==> src/core/dcep_pkg.sv <==
// constants, field layouts and carrier types of the dma channel enable / priority block
package dcep_pkg;
	localparam int NUM_CH = 4;
	// register byte offsets
	localparam logic [7:0] OFF_GLOBAL  = 8'h00;
	localparam logic [7:0] OFF_IRQ_ST  = 8'h04;
	localparam logic [7:0] OFF_IRQ_MSK = 8'h08;
	localparam logic [7:0] OFF_CTL0    = 8'h10;
	localparam logic [7:0] OFF_CNT0    = 8'h20;
	localparam logic [7:0] CH_STRIDE   = 8'h04;
	// global operation register fields
	localparam int GLB_W      = 16;
	localparam int GLB_DME    = 0;
	localparam int GLB_NMI_SEEN_FLAG   = 1;
	localparam int GLB_AE     = 2;
	localparam int GLB_PR_LO  = 8;
	localparam int GLB_PR_HI  = 9;
	// channel control register fields
	localparam int CTL_DE     = 0;
	localparam int CTL_TE     = 1;
	localparam int CTL_IE     = 2;
	localparam int CTL_SRC_LO = 8;
	localparam int CTL_SRC_HI = 11;
	// interrupt status layout
	localparam int IST_AE     = 4;
	localparam int IST_NMI    = 5;
	localparam int IST_W      = 6;
	// request source codes
	localparam logic [3:0] SRC_AUTO = 4'h0;
	localparam logic [3:0] SRC_PIN  = 4'h1;
	// priority codes
	localparam logic [1:0] PR_FIXED = 2'h0;
	localparam logic [1:0] PR_ALT_A = 2'h1;
	localparam logic [1:0] PR_ALT_B = 2'h2;
	localparam logic [1:0] PR_RR    = 2'h3;
	// service orders, highest priority in the low two bits
	localparam logic [7:0] ORDER_FIXED = 8'hE4; // 0,1,2,3
	localparam logic [7:0] ORDER_ALT_A = 8'h78; // 0,2,3,1
	localparam logic [7:0] ORDER_ALT_B = 8'hD2; // 2,0,1,3
	localparam logic [31:0] RST_WORD   = 32'h0000_0000;

	typedef struct packed {
		logic [3:0] src;
		logic       ie;
		logic       te;
		logic       de;
	} dcep_chctl_t;

	typedef struct packed {
		logic [1:0] pr;
		logic       ae;
		logic       nmi_seen_flag;
		logic       global_dma_enable;
	} dcep_glob_t;

	typedef struct packed {
		logic       psel;
		logic       penable;
		logic       pwrite;
		logic [7:0] paddr;
		logic [31:0] pwdata;
	} dcep_apb_req_t;
endpackage : dcep_pkg

==> src/core/dcep_top.sv <==
// four channel dma enable, end flag, error flags and priority arbiter with apb registers
//
// Our own choices: the address map and register access over APB.
`timescale 1ns/1ps
module dcep_top #(
	parameter int CNT_W = 24
) (
	input  wire logic                       pclk,
	input  wire logic                       presetn,
	input  wire logic                       psel,
	input  wire logic                       penable,
	input  wire logic                       pwrite,
	input  wire logic [7:0]                 paddr,
	input  wire logic [31:0]                pwdata,
	output logic      [31:0]                prdata,
	output logic                            pready,
	output logic                            pslverr,
	input  wire logic [1:0]                 dreq_pin_n,
	input  wire logic [dcep_pkg::NUM_CH-1:0] periph_req,
	input  wire logic                       nmi_pin,
	input  wire logic                       addr_err,
	input  wire logic                       standby_entry,
	input  wire logic                       xfer_done,
	output logic      [dcep_pkg::NUM_CH-1:0] xfer_grant,
	output logic      [dcep_pkg::NUM_CH-1:0] chan_irq,
	output logic                            irq
);
	localparam int N = dcep_pkg::NUM_CH;

	dcep_pkg::dcep_apb_req_t  req;
	dcep_pkg::dcep_chctl_t    ctl_r [N];
	dcep_pkg::dcep_glob_t     glb_r;
	logic [CNT_W-1:0]         cnt_r [N];
	logic [N-1:0]             te_seen_r;
	logic                     ae_seen_r;
	logic                     nmi_seen_r;
	logic [N-1:0]             pend_r;
	logic [N-1:0]             ok;
	logic [N-1:0]             want;
	logic [N-1:0]             grant_r;
	logic [N-1:0]             pick;
	logic [N-1:0]             te_set;
	logic [1:0]               last_r;
	logic [1:0]               pin_s1_r;
	logic [1:0]               pin_s2_r;
	logic [1:0]               pin_d_r;
	logic [1:0]               pin_fall;
	logic                     nmi_s1_r;
	logic                     nmi_s2_r;
	logic                     nmi_d_r;
	logic                     nmi_rise;
	logic [dcep_pkg::IST_W-1:0] ist_r;
	logic [dcep_pkg::IST_W-1:0] imsk_r;
	logic                     acc;
	logic                     wr_en;
	logic                     rd_setup;
	logic                     glb_hit;
	logic                     ist_hit;
	logic                     imsk_hit;
	logic [N-1:0]             ctl_hit;
	logic [N-1:0]             cnt_hit;
	logic                     mapped;
	logic [31:0]              rd_word;
	logic                     pready_r;
	logic [31:0]              prdata_r;
	logic                     pslverr_r;
	logic [N-1:0]             chan_irq_r;
	logic                     irq_r;

	// bundle the bus request
	assign req = '{psel: psel, penable: penable, pwrite: pwrite, paddr: paddr, pwdata: pwdata};

	// address decode, one word per register
	assign glb_hit  = req.paddr == dcep_pkg::OFF_GLOBAL;
	assign ist_hit  = req.paddr == dcep_pkg::OFF_IRQ_ST;
	assign imsk_hit = req.paddr == dcep_pkg::OFF_IRQ_MSK;
	genvar gi;
	generate
		for (gi = 0; gi < N; gi++) begin : g_dec
			localparam logic [7:0] IDX = 8'(gi);
			assign ctl_hit[gi] = req.paddr == dcep_pkg::OFF_CTL0 + IDX * dcep_pkg::CH_STRIDE;
			assign cnt_hit[gi] = req.paddr == dcep_pkg::OFF_CNT0 + IDX * dcep_pkg::CH_STRIDE;
		end
	endgenerate
	assign mapped   = glb_hit | ist_hit | imsk_hit | (|ctl_hit) | (|cnt_hit);
	assign rd_setup = req.psel & ~req.penable;
	assign acc      = req.psel & req.penable & pready_r;
	assign wr_en    = acc & req.pwrite & mapped;

	// read mux, unused and reserved bits read zero
	always_comb begin
		rd_word = dcep_pkg::RST_WORD;
		if (glb_hit) begin
			rd_word[dcep_pkg::GLB_PR_HI:dcep_pkg::GLB_PR_LO] = glb_r.pr;
			rd_word[dcep_pkg::GLB_AE]   = glb_r.ae;
			rd_word[dcep_pkg::GLB_NMI_SEEN_FLAG] = glb_r.nmi_seen_flag;
			rd_word[dcep_pkg::GLB_DME]  = glb_r.global_dma_enable;
		end
		if (ist_hit) begin
			rd_word[dcep_pkg::IST_W-1:0] = ist_r;
		end
		if (imsk_hit) begin
			rd_word[dcep_pkg::IST_W-1:0] = imsk_r;
		end
		for (int i = 0; i < N; i++) begin
			if (ctl_hit[i]) begin
				rd_word[dcep_pkg::CTL_SRC_HI:dcep_pkg::CTL_SRC_LO] = ctl_r[i].src;
				rd_word[dcep_pkg::CTL_IE] = ctl_r[i].ie;
				rd_word[dcep_pkg::CTL_TE] = ctl_r[i].te;
				rd_word[dcep_pkg::CTL_DE] = ctl_r[i].de;
			end
			if (cnt_hit[i]) begin
				rd_word[CNT_W-1:0] = cnt_r[i];
			end
		end
	end

	// apb answer: no wait state, pready raised in the first access cycle
	always_ff @(posedge pclk or negedge presetn) begin
		if (!presetn) begin
			pready_r  <= 1'b0;
			prdata_r  <= dcep_pkg::RST_WORD;
			pslverr_r <= 1'b0;
		end else begin
			pready_r  <= rd_setup;
			pslverr_r <= rd_setup & ~mapped;
			if (rd_setup) begin
				prdata_r <= req.pwrite ? dcep_pkg::RST_WORD : rd_word;
			end
		end
	end

	// pin synchronisers, first stage read only by the second
	always_ff @(posedge pclk or negedge presetn) begin
		if (!presetn) begin
			pin_s1_r <= 2'h3;
			pin_s2_r <= 2'h3;
			pin_d_r  <= 2'h3;
			nmi_s1_r <= 1'b0;
			nmi_s2_r <= 1'b0;
			nmi_d_r  <= 1'b0;
		end else begin
			pin_s1_r <= dreq_pin_n;
			pin_s2_r <= pin_s1_r;
			pin_d_r  <= pin_s2_r;
			nmi_s1_r <= nmi_pin;
			nmi_s2_r <= nmi_s1_r;
			nmi_d_r  <= nmi_s2_r;
		end
	end
	assign pin_fall = pin_d_r & ~pin_s2_r;
	assign nmi_rise = nmi_s2_r & ~nmi_d_r;

	// global operation register and its error flags
	always_ff @(posedge pclk or negedge presetn) begin
		if (!presetn) begin
			glb_r      <= '0;
			ae_seen_r  <= 1'b0;
			nmi_seen_r <= 1'b0;
		end else begin
			if (acc && !req.pwrite && glb_hit) begin
				ae_seen_r  <= glb_r.ae;
				nmi_seen_r <= glb_r.nmi_seen_flag;
			end
			if (wr_en && glb_hit) begin
				glb_r.pr  <= req.pwdata[dcep_pkg::GLB_PR_HI:dcep_pkg::GLB_PR_LO];
				glb_r.global_dma_enable <= req.pwdata[dcep_pkg::GLB_DME];
				if (ae_seen_r && !req.pwdata[dcep_pkg::GLB_AE]) begin
					glb_r.ae  <= 1'b0;
					ae_seen_r <= 1'b0;
				end
				if (nmi_seen_r && !req.pwdata[dcep_pkg::GLB_NMI_SEEN_FLAG]) begin
					glb_r.nmi_seen_flag <= 1'b0;
					nmi_seen_r <= 1'b0;
				end
			end
			if (addr_err) begin
				glb_r.ae <= 1'b1;
			end
			if (nmi_rise) begin
				glb_r.nmi_seen_flag <= 1'b1;
			end
		end
	end

	// which channels may run at all
	generate
		for (gi = 0; gi < N; gi++) begin : g_ok
			assign ok[gi] = ctl_r[gi].de & ~ctl_r[gi].te & glb_r.global_dma_enable & ~glb_r.ae & ~glb_r.nmi_seen_flag;
			assign want[gi] = ok[gi] & (ctl_r[gi].src == dcep_pkg::SRC_AUTO | pend_r[gi]);
			assign te_set[gi] = grant_r[gi] & xfer_done & ok[gi] & (cnt_r[gi] == CNT_W'(1));
		end
	endgenerate

	// channel control, count and end flag per channel
	generate
		for (gi = 0; gi < N; gi++) begin : g_ch
			logic ext_ev;
			logic wr_ctl;
			assign wr_ctl = wr_en & ctl_hit[gi];
			if (gi < 2) begin : g_pin
				assign ext_ev = (ctl_r[gi].src == dcep_pkg::SRC_PIN) ? pin_fall[gi] : periph_req[gi];
			end else begin : g_mod
				assign ext_ev = periph_req[gi];
			end
			always_ff @(posedge pclk or negedge presetn) begin
				if (!presetn) begin
					ctl_r[gi]     <= '0;
					te_seen_r[gi] <= 1'b0;
				end else begin
					if (acc && !req.pwrite && ctl_hit[gi]) begin
						te_seen_r[gi] <= ctl_r[gi].te;
					end
					if (wr_ctl) begin
						ctl_r[gi].de  <= req.pwdata[dcep_pkg::CTL_DE];
						ctl_r[gi].ie  <= req.pwdata[dcep_pkg::CTL_IE];
						ctl_r[gi].src <= req.pwdata[dcep_pkg::CTL_SRC_HI:dcep_pkg::CTL_SRC_LO];
						if (te_seen_r[gi] && !req.pwdata[dcep_pkg::CTL_TE]) begin
							ctl_r[gi].te  <= 1'b0;
							te_seen_r[gi] <= 1'b0;
						end
					end
					if (standby_entry) begin
						ctl_r[gi].te <= 1'b0;
					end
					if (te_set[gi]) begin
						ctl_r[gi].te <= 1'b1;
					end
				end
			end
			// request latch, only events after enable are kept
			always_ff @(posedge pclk or negedge presetn) begin
				if (!presetn) begin
					pend_r[gi] <= 1'b0;
				end else if (!ctl_r[gi].de) begin
					pend_r[gi] <= 1'b0;
				end else if (ext_ev) begin
					pend_r[gi] <= 1'b1;
				end else if (grant_r[gi] && xfer_done) begin
					pend_r[gi] <= 1'b0;
				end
			end
			// remaining transfer count, loaded by software
			always_ff @(posedge pclk or negedge presetn) begin
				if (!presetn) begin
					cnt_r[gi] <= '0;
				end else if (wr_en && cnt_hit[gi]) begin
					cnt_r[gi] <= req.pwdata[CNT_W-1:0];
				end else if (grant_r[gi] && xfer_done && ok[gi] && cnt_r[gi] != '0) begin
					cnt_r[gi] <= cnt_r[gi] - CNT_W'(1);
				end
			end
		end
	endgenerate

	// priority pick over the requesting channels
	always_comb begin
		logic [7:0] order;
		logic       found;
		logic [1:0] ch;
		order = dcep_pkg::ORDER_FIXED;
		found = 1'b0;
		ch    = 2'h0;
		pick  = '0;
		unique case (glb_r.pr)
			dcep_pkg::PR_FIXED: order = dcep_pkg::ORDER_FIXED;
			dcep_pkg::PR_ALT_A: order = dcep_pkg::ORDER_ALT_A;
			dcep_pkg::PR_ALT_B: order = dcep_pkg::ORDER_ALT_B;
			dcep_pkg::PR_RR: order = {last_r + 2'h0, last_r + 2'h3, last_r + 2'h2, last_r + 2'h1};
		endcase
		for (int k = 0; k < N; k++) begin
			ch = order[2*k +: 2];
			if (!found && want[ch]) begin
				pick[ch] = 1'b1;
				found    = 1'b1;
			end
		end
	end

	// grant holder: one channel at a time, dropped when it may no longer run
	always_ff @(posedge pclk or negedge presetn) begin
		if (!presetn) begin
			grant_r <= '0;
			last_r  <= 2'h3;
		end else if (grant_r == '0) begin
			grant_r <= pick;
			for (int i = 0; i < N; i++) begin
				if (pick[i]) begin
					last_r <= 2'(i);
				end
			end
		end else if ((grant_r & ok) == '0) begin
			grant_r <= '0;
		end else if (xfer_done) begin
			grant_r <= '0;
		end
	end
	assign xfer_grant = grant_r;

	// sticky interrupt status, write one to clear, set wins
	always_ff @(posedge pclk or negedge presetn) begin
		if (!presetn) begin
			ist_r  <= '0;
			imsk_r <= '0;
		end else begin
			if (wr_en && imsk_hit) begin
				imsk_r <= req.pwdata[dcep_pkg::IST_W-1:0];
			end
			ist_r <= (ist_r & ~((wr_en && ist_hit) ? req.pwdata[dcep_pkg::IST_W-1:0] : '0))
			         | {nmi_rise, addr_err, te_set};
		end
	end

	// interrupt outputs
	always_ff @(posedge pclk or negedge presetn) begin
		if (!presetn) begin
			chan_irq_r <= '0;
			irq_r      <= 1'b0;
		end else begin
			for (int i = 0; i < N; i++) begin
				chan_irq_r[i] <= ctl_r[i].te & ctl_r[i].ie;
			end
			irq_r <= |(ist_r & imsk_r);
		end
	end

	assign chan_irq = chan_irq_r;
	assign irq      = irq_r;
	assign prdata   = prdata_r;
	assign pready   = pready_r;
	assign pslverr  = pslverr_r;
endmodule : dcep_top

==> config.mk <==
export PLATFORM = sky130hd
export DESIGN_NAME = dcep_top
export DESIGN_NICKNAME = d
export VERILOG_FILES = /design/src/core/dcep_pkg.sv /design/src/core/dcep_top.sv
export SDC_FILE = /design/constraint.sdc
export NUM_CORES = 1
export LEC_CHECK = 0
export ABC_AREA = 1
export BUFFER_PORTS_ARGS = -buffer_cell sky130_fd_sc_hd__buf_2
export CAP_MARGIN = 20
export CORE_MARGIN = 5
export CORE_UTILIZATION = 30
export CTS_BUF_LIST = sky130_fd_sc_hd__clkbuf_2
export CTS_CLUSTER_DIAMETER = 120
export DETAILED_ROUTE_END_ITERATION = 8
export SKIP_LAST_GASP = 1
export SYNTH_ARGS = -nofsm -noshare
export SYNTH_HDL_FRONTEND = slang
export SYNTH_SLANG_ARGS = --single-unit
export TNS_END_PERCENT = 1
==> constraint.sdc <==
create_clock -name pclk -period 2.2 [get_ports pclk]
set_input_delay 0.11 -clock pclk [delete_from_list [all_inputs] [get_ports pclk]]
set_output_delay 0.11 -clock pclk [all_outputs]
set_load 0.02 [all_outputs]
==> results.sh <==
export IMPL_synth_commonest_cells="354 x nand2_1, 189 x dfrtp_1, 188 x inv_1"
export IMPL_antenna_found_initial=1
export IMPL_dp_slack_ns=-0.00800
export IMPL_cp_depth=12
export IMPL_area_delta_synth_final_pct=26.1
export IMPL_path_class="flop to flop"
export IMPL_h_tree_depth=4
export IMPL_layout_min_cycle_time_ns=2.20
export IMPL_cp_endpoint="cnt_r[94]"
export IMPL_synth_async_sr_flop_share_pct=100
export IMPL_place_hpwl_um=33200
export IMPL_peakVddDrop_mv=0.281
export IMPL_avgSynthCellArea_um2=7.71
export IMPL_synth_edff_count=0
export IMPL_clk_pin_slew_ns=0.37
export IMPL_synth_cells=1531
export IMPL_vias=11800
export IMPL_routed_via_density=5.06
export IMPL_wirelength_um=43600
export IMPL_grt_pass1_vias=11300
export IMPL_crit_family="simple AND/OR/NAND/NOR gates"
export IMPL_layout_nets=1870
export IMPL_clock_path_buffers=2
export IMPL_portBuffers=81
export IMPL_grt_total_usage_pct=19.5
export IMPL_finalSetupViolCount=1
export IMPL_slew_headroom_pct=56.8
export IMPL_period_share_pct=100
export IMPL_clockRootBuffer="clkbuf_2"
export IMPL_status="finished with violations"
export IMPL_p_leak_nw=7.12
export IMPL_placed_cell_area_mm2=0.0136
export IMPL_cp_required_ns=2.91
export IMPL_initial_core_util_pct=30.5
export IMPL_ys_seq_area_share_pct=41.9
export IMPL_clock_sinks=197
export IMPL_r2r_cells=12
export IMPL_dieHeight_um=208
export IMPL_seq_area_mm2=0.00494
export IMPL_violations="negative setup slack"
export IMPL_filler_cell_count=4132
export IMPL_multi_input_area_mm2=0.00595
export IMPL_core_mm2=0.0387
export IMPL_reg2reg_from="cnt_r[72]"
export IMPL_wl_per_cell_um=18.6
export IMPL_ff2ff_setup_slack_ns=-0.004
export IMPL_grt_pass1_wl_um=66600
export IMPL_tns_ns=-0.00415
export IMPL_worst_slack_ns=-0.00415
export IMPL_core_rowCount=72
export IMPL_antenna_left=0
export IMPL_min_path_cells=4
export IMPL_fin_skew_ns=0.0797
export IMPL_cpPeakStageDelay_ns=0.47
export IMPL_crit_start="cnt_r[72]"
export IMPL_synth_area_mm2=0.0118
export IMPL_synth_top_area_share_pct=40.1
export IMPL_fin_cells=2339
export IMPL_place_congestion=0.961
export IMPL_max_freq_ghz=0.454
export IMPL_cp_buffers_inverters=3
export IMPL_die_area_mm2=0.0434
export IMPL_synthMostInstantiatedCell="nand2_1"
export IMPL_cp_arrival_ns=2.92
export IMPL_io_pins=98
export IMPL_cts_tree="yes"
export IMPL_drive_gt1_share_pct=18.7
export IMPL_numCtsBuffers=17
export IMPL_route_detailed_drc=0
export IMPL_hold_path_class="input pin to flop"
export IMPL_synth_warning_count=0
export IMPL_crit_path_max_fanout=4
export IMPL_grt_overflow=0
export IMPL_ys_top_cells_by_area="dfrtp_1 40%, nand2_1 11%, inv_1 6.0%, o21ai_0 5.3%, nor2_1 5.3%"
export IMPL_first_pass_iters=8
export IMPL_placed_cells=2220
export IMPL_final_area_mm2=0.0149
export IMPL_r2r_end="cnt_r[94]"
export IMPL_path_cells="inv_2, ha_2, nand2_2, nor2_4, buf_4, nand3_2, nor4_2, buf_4, nand2_1, xnor2_1, nand2_1, o211ai_1"
export IMPL_finalHoldViolCount=0
export IMPL_slew_violations=0
export IMPL_start_kind="flop"
export IMPL_drt_iter0_drc=1147
export IMPL_yosys_area_top_type="dfrtp_1"
export IMPL_ys_seq_elements=197
export IMPL_cellPowerDensity_mw_per_mm2=415
export IMPL_grt_max_degree=61
export IMPL_worst_path_max_delay_cell="dfrtp_1"
export IMPL_endpoint_kind="flop"
export IMPL_synth_cell_types=58
export IMPL_rsz0062_at_grt="true"
export IMPL_drv_cap=0
export IMPL_ys_flop_type="dfrtp_1"
export IMPL_worst_pin_slew_ns=0.647
export IMPL_die_w_um=208
export IMPL_clk_latency_ns=0.88
-- kinds of logic (layout without fill, tap and decap cells) --
family,Yosys count,count (layout),synth area share [%]
buffers and inverters,248,530,8.78
xor gates and xnor gates,68,68,5.05
other,1,9,0.0318
AOI/OAI and AO/OA,302,302,17.1
muxes,1,1,0.0954
DFF,197,197,41.9
adders and majority gates,8,8,0.848
and+or+nand+nor,706,706,26.2
-- tightest hold or removal path: cells and delay by family --
kind	cells	cell delay [ns]
simple gates	1	0.07
compound gates	1	0.06
buf+inv	2	0.70
-- state kept, by name (all words and copies together) (netlist names), 2 cells and up --
name	flops
pin_s2_r	2
last_r	2
cnt_r	96
glb_r	5
te_seen_r	4
chan_irq	4
prdata	24
ctl_r	28
pin_d_r	2
imsk_r	6
pend_r	4
ist_r	6
pin_s1_r	2
xfer_grant	4
-- layer usage --
metal  part of all wire (%)  GRT usage [%]
met2                     46           31.1
met1                     45           27.2
met5                      0              0
met3                    5.9           2.86
met4                    3.6           6.95
-- worst min path at each step --
stage                          start         to  slack [ns]
after global routing      pwdata[16]  cnt_r[40]        0.03
after floorplan              presetn  ae_seen_r       -0.19
final                      pwdata[8]  ctl_r[17]        0.09
after detailed placement     presetn  cnt_r[18]        0.16
after global placement       presetn  cnt_r[18]        0.15
after CTS                  pwdata[8]  ctl_r[17]       0.002
-- cell usage in the layout, fill, tap and decap left out, drive strengths merged, types with 24 or more instances in the layout --
cell and count:
buf 213, dfrtp 189, dlygate4sd3 83, inv 210, nand2 364, nand3 96, nor2 182, o211ai 24
o21ai 138, o221ai 50, xor2 55
-- power by group --
group          internal (W)  total [W]  leakage, nW  switching [W]
clock network      0.000404    0.00197        0.155        0.00156
registers           0.00368    0.00371         2.42      0.0000331
logic              0.000174   0.000490         4.54       0.000316
-- layout make-up --
class / count / share of cell area [%]
clock inverter: 15 / 1.14
clock buffer: 17 / 0.572
timing repair buffer: 297 / 15.6
antenna: 1 / 0.0168
sequential: 197 / 33.2
multi-input combinational: 1093 / 40.0
tap: 518 / 4.36
inverter: 201 / 5.12
-- what timing repair did --
action	4_1_cts	5_1_grt
hold endpoints to repair	381	8
pin swaps	0	5
hold buffers	84	1
endpoints found under the setup margin	21	96
setup buffers	0	2
gates resized for setup	2	36
-- through the flow --
step                      util, %  power [W]  hold WS [ns]
after floorplan                 -    0.00390        -0.186
after global placement       35.2    0.00415         0.154
after detailed placement     35.2    0.00415         0.155
after CTS                    38.1    0.00626       0.00159
after global routing         38.4    0.00640        0.0251
final                        38.4    0.00617        0.0881
(Power assumes the default switching activity.)
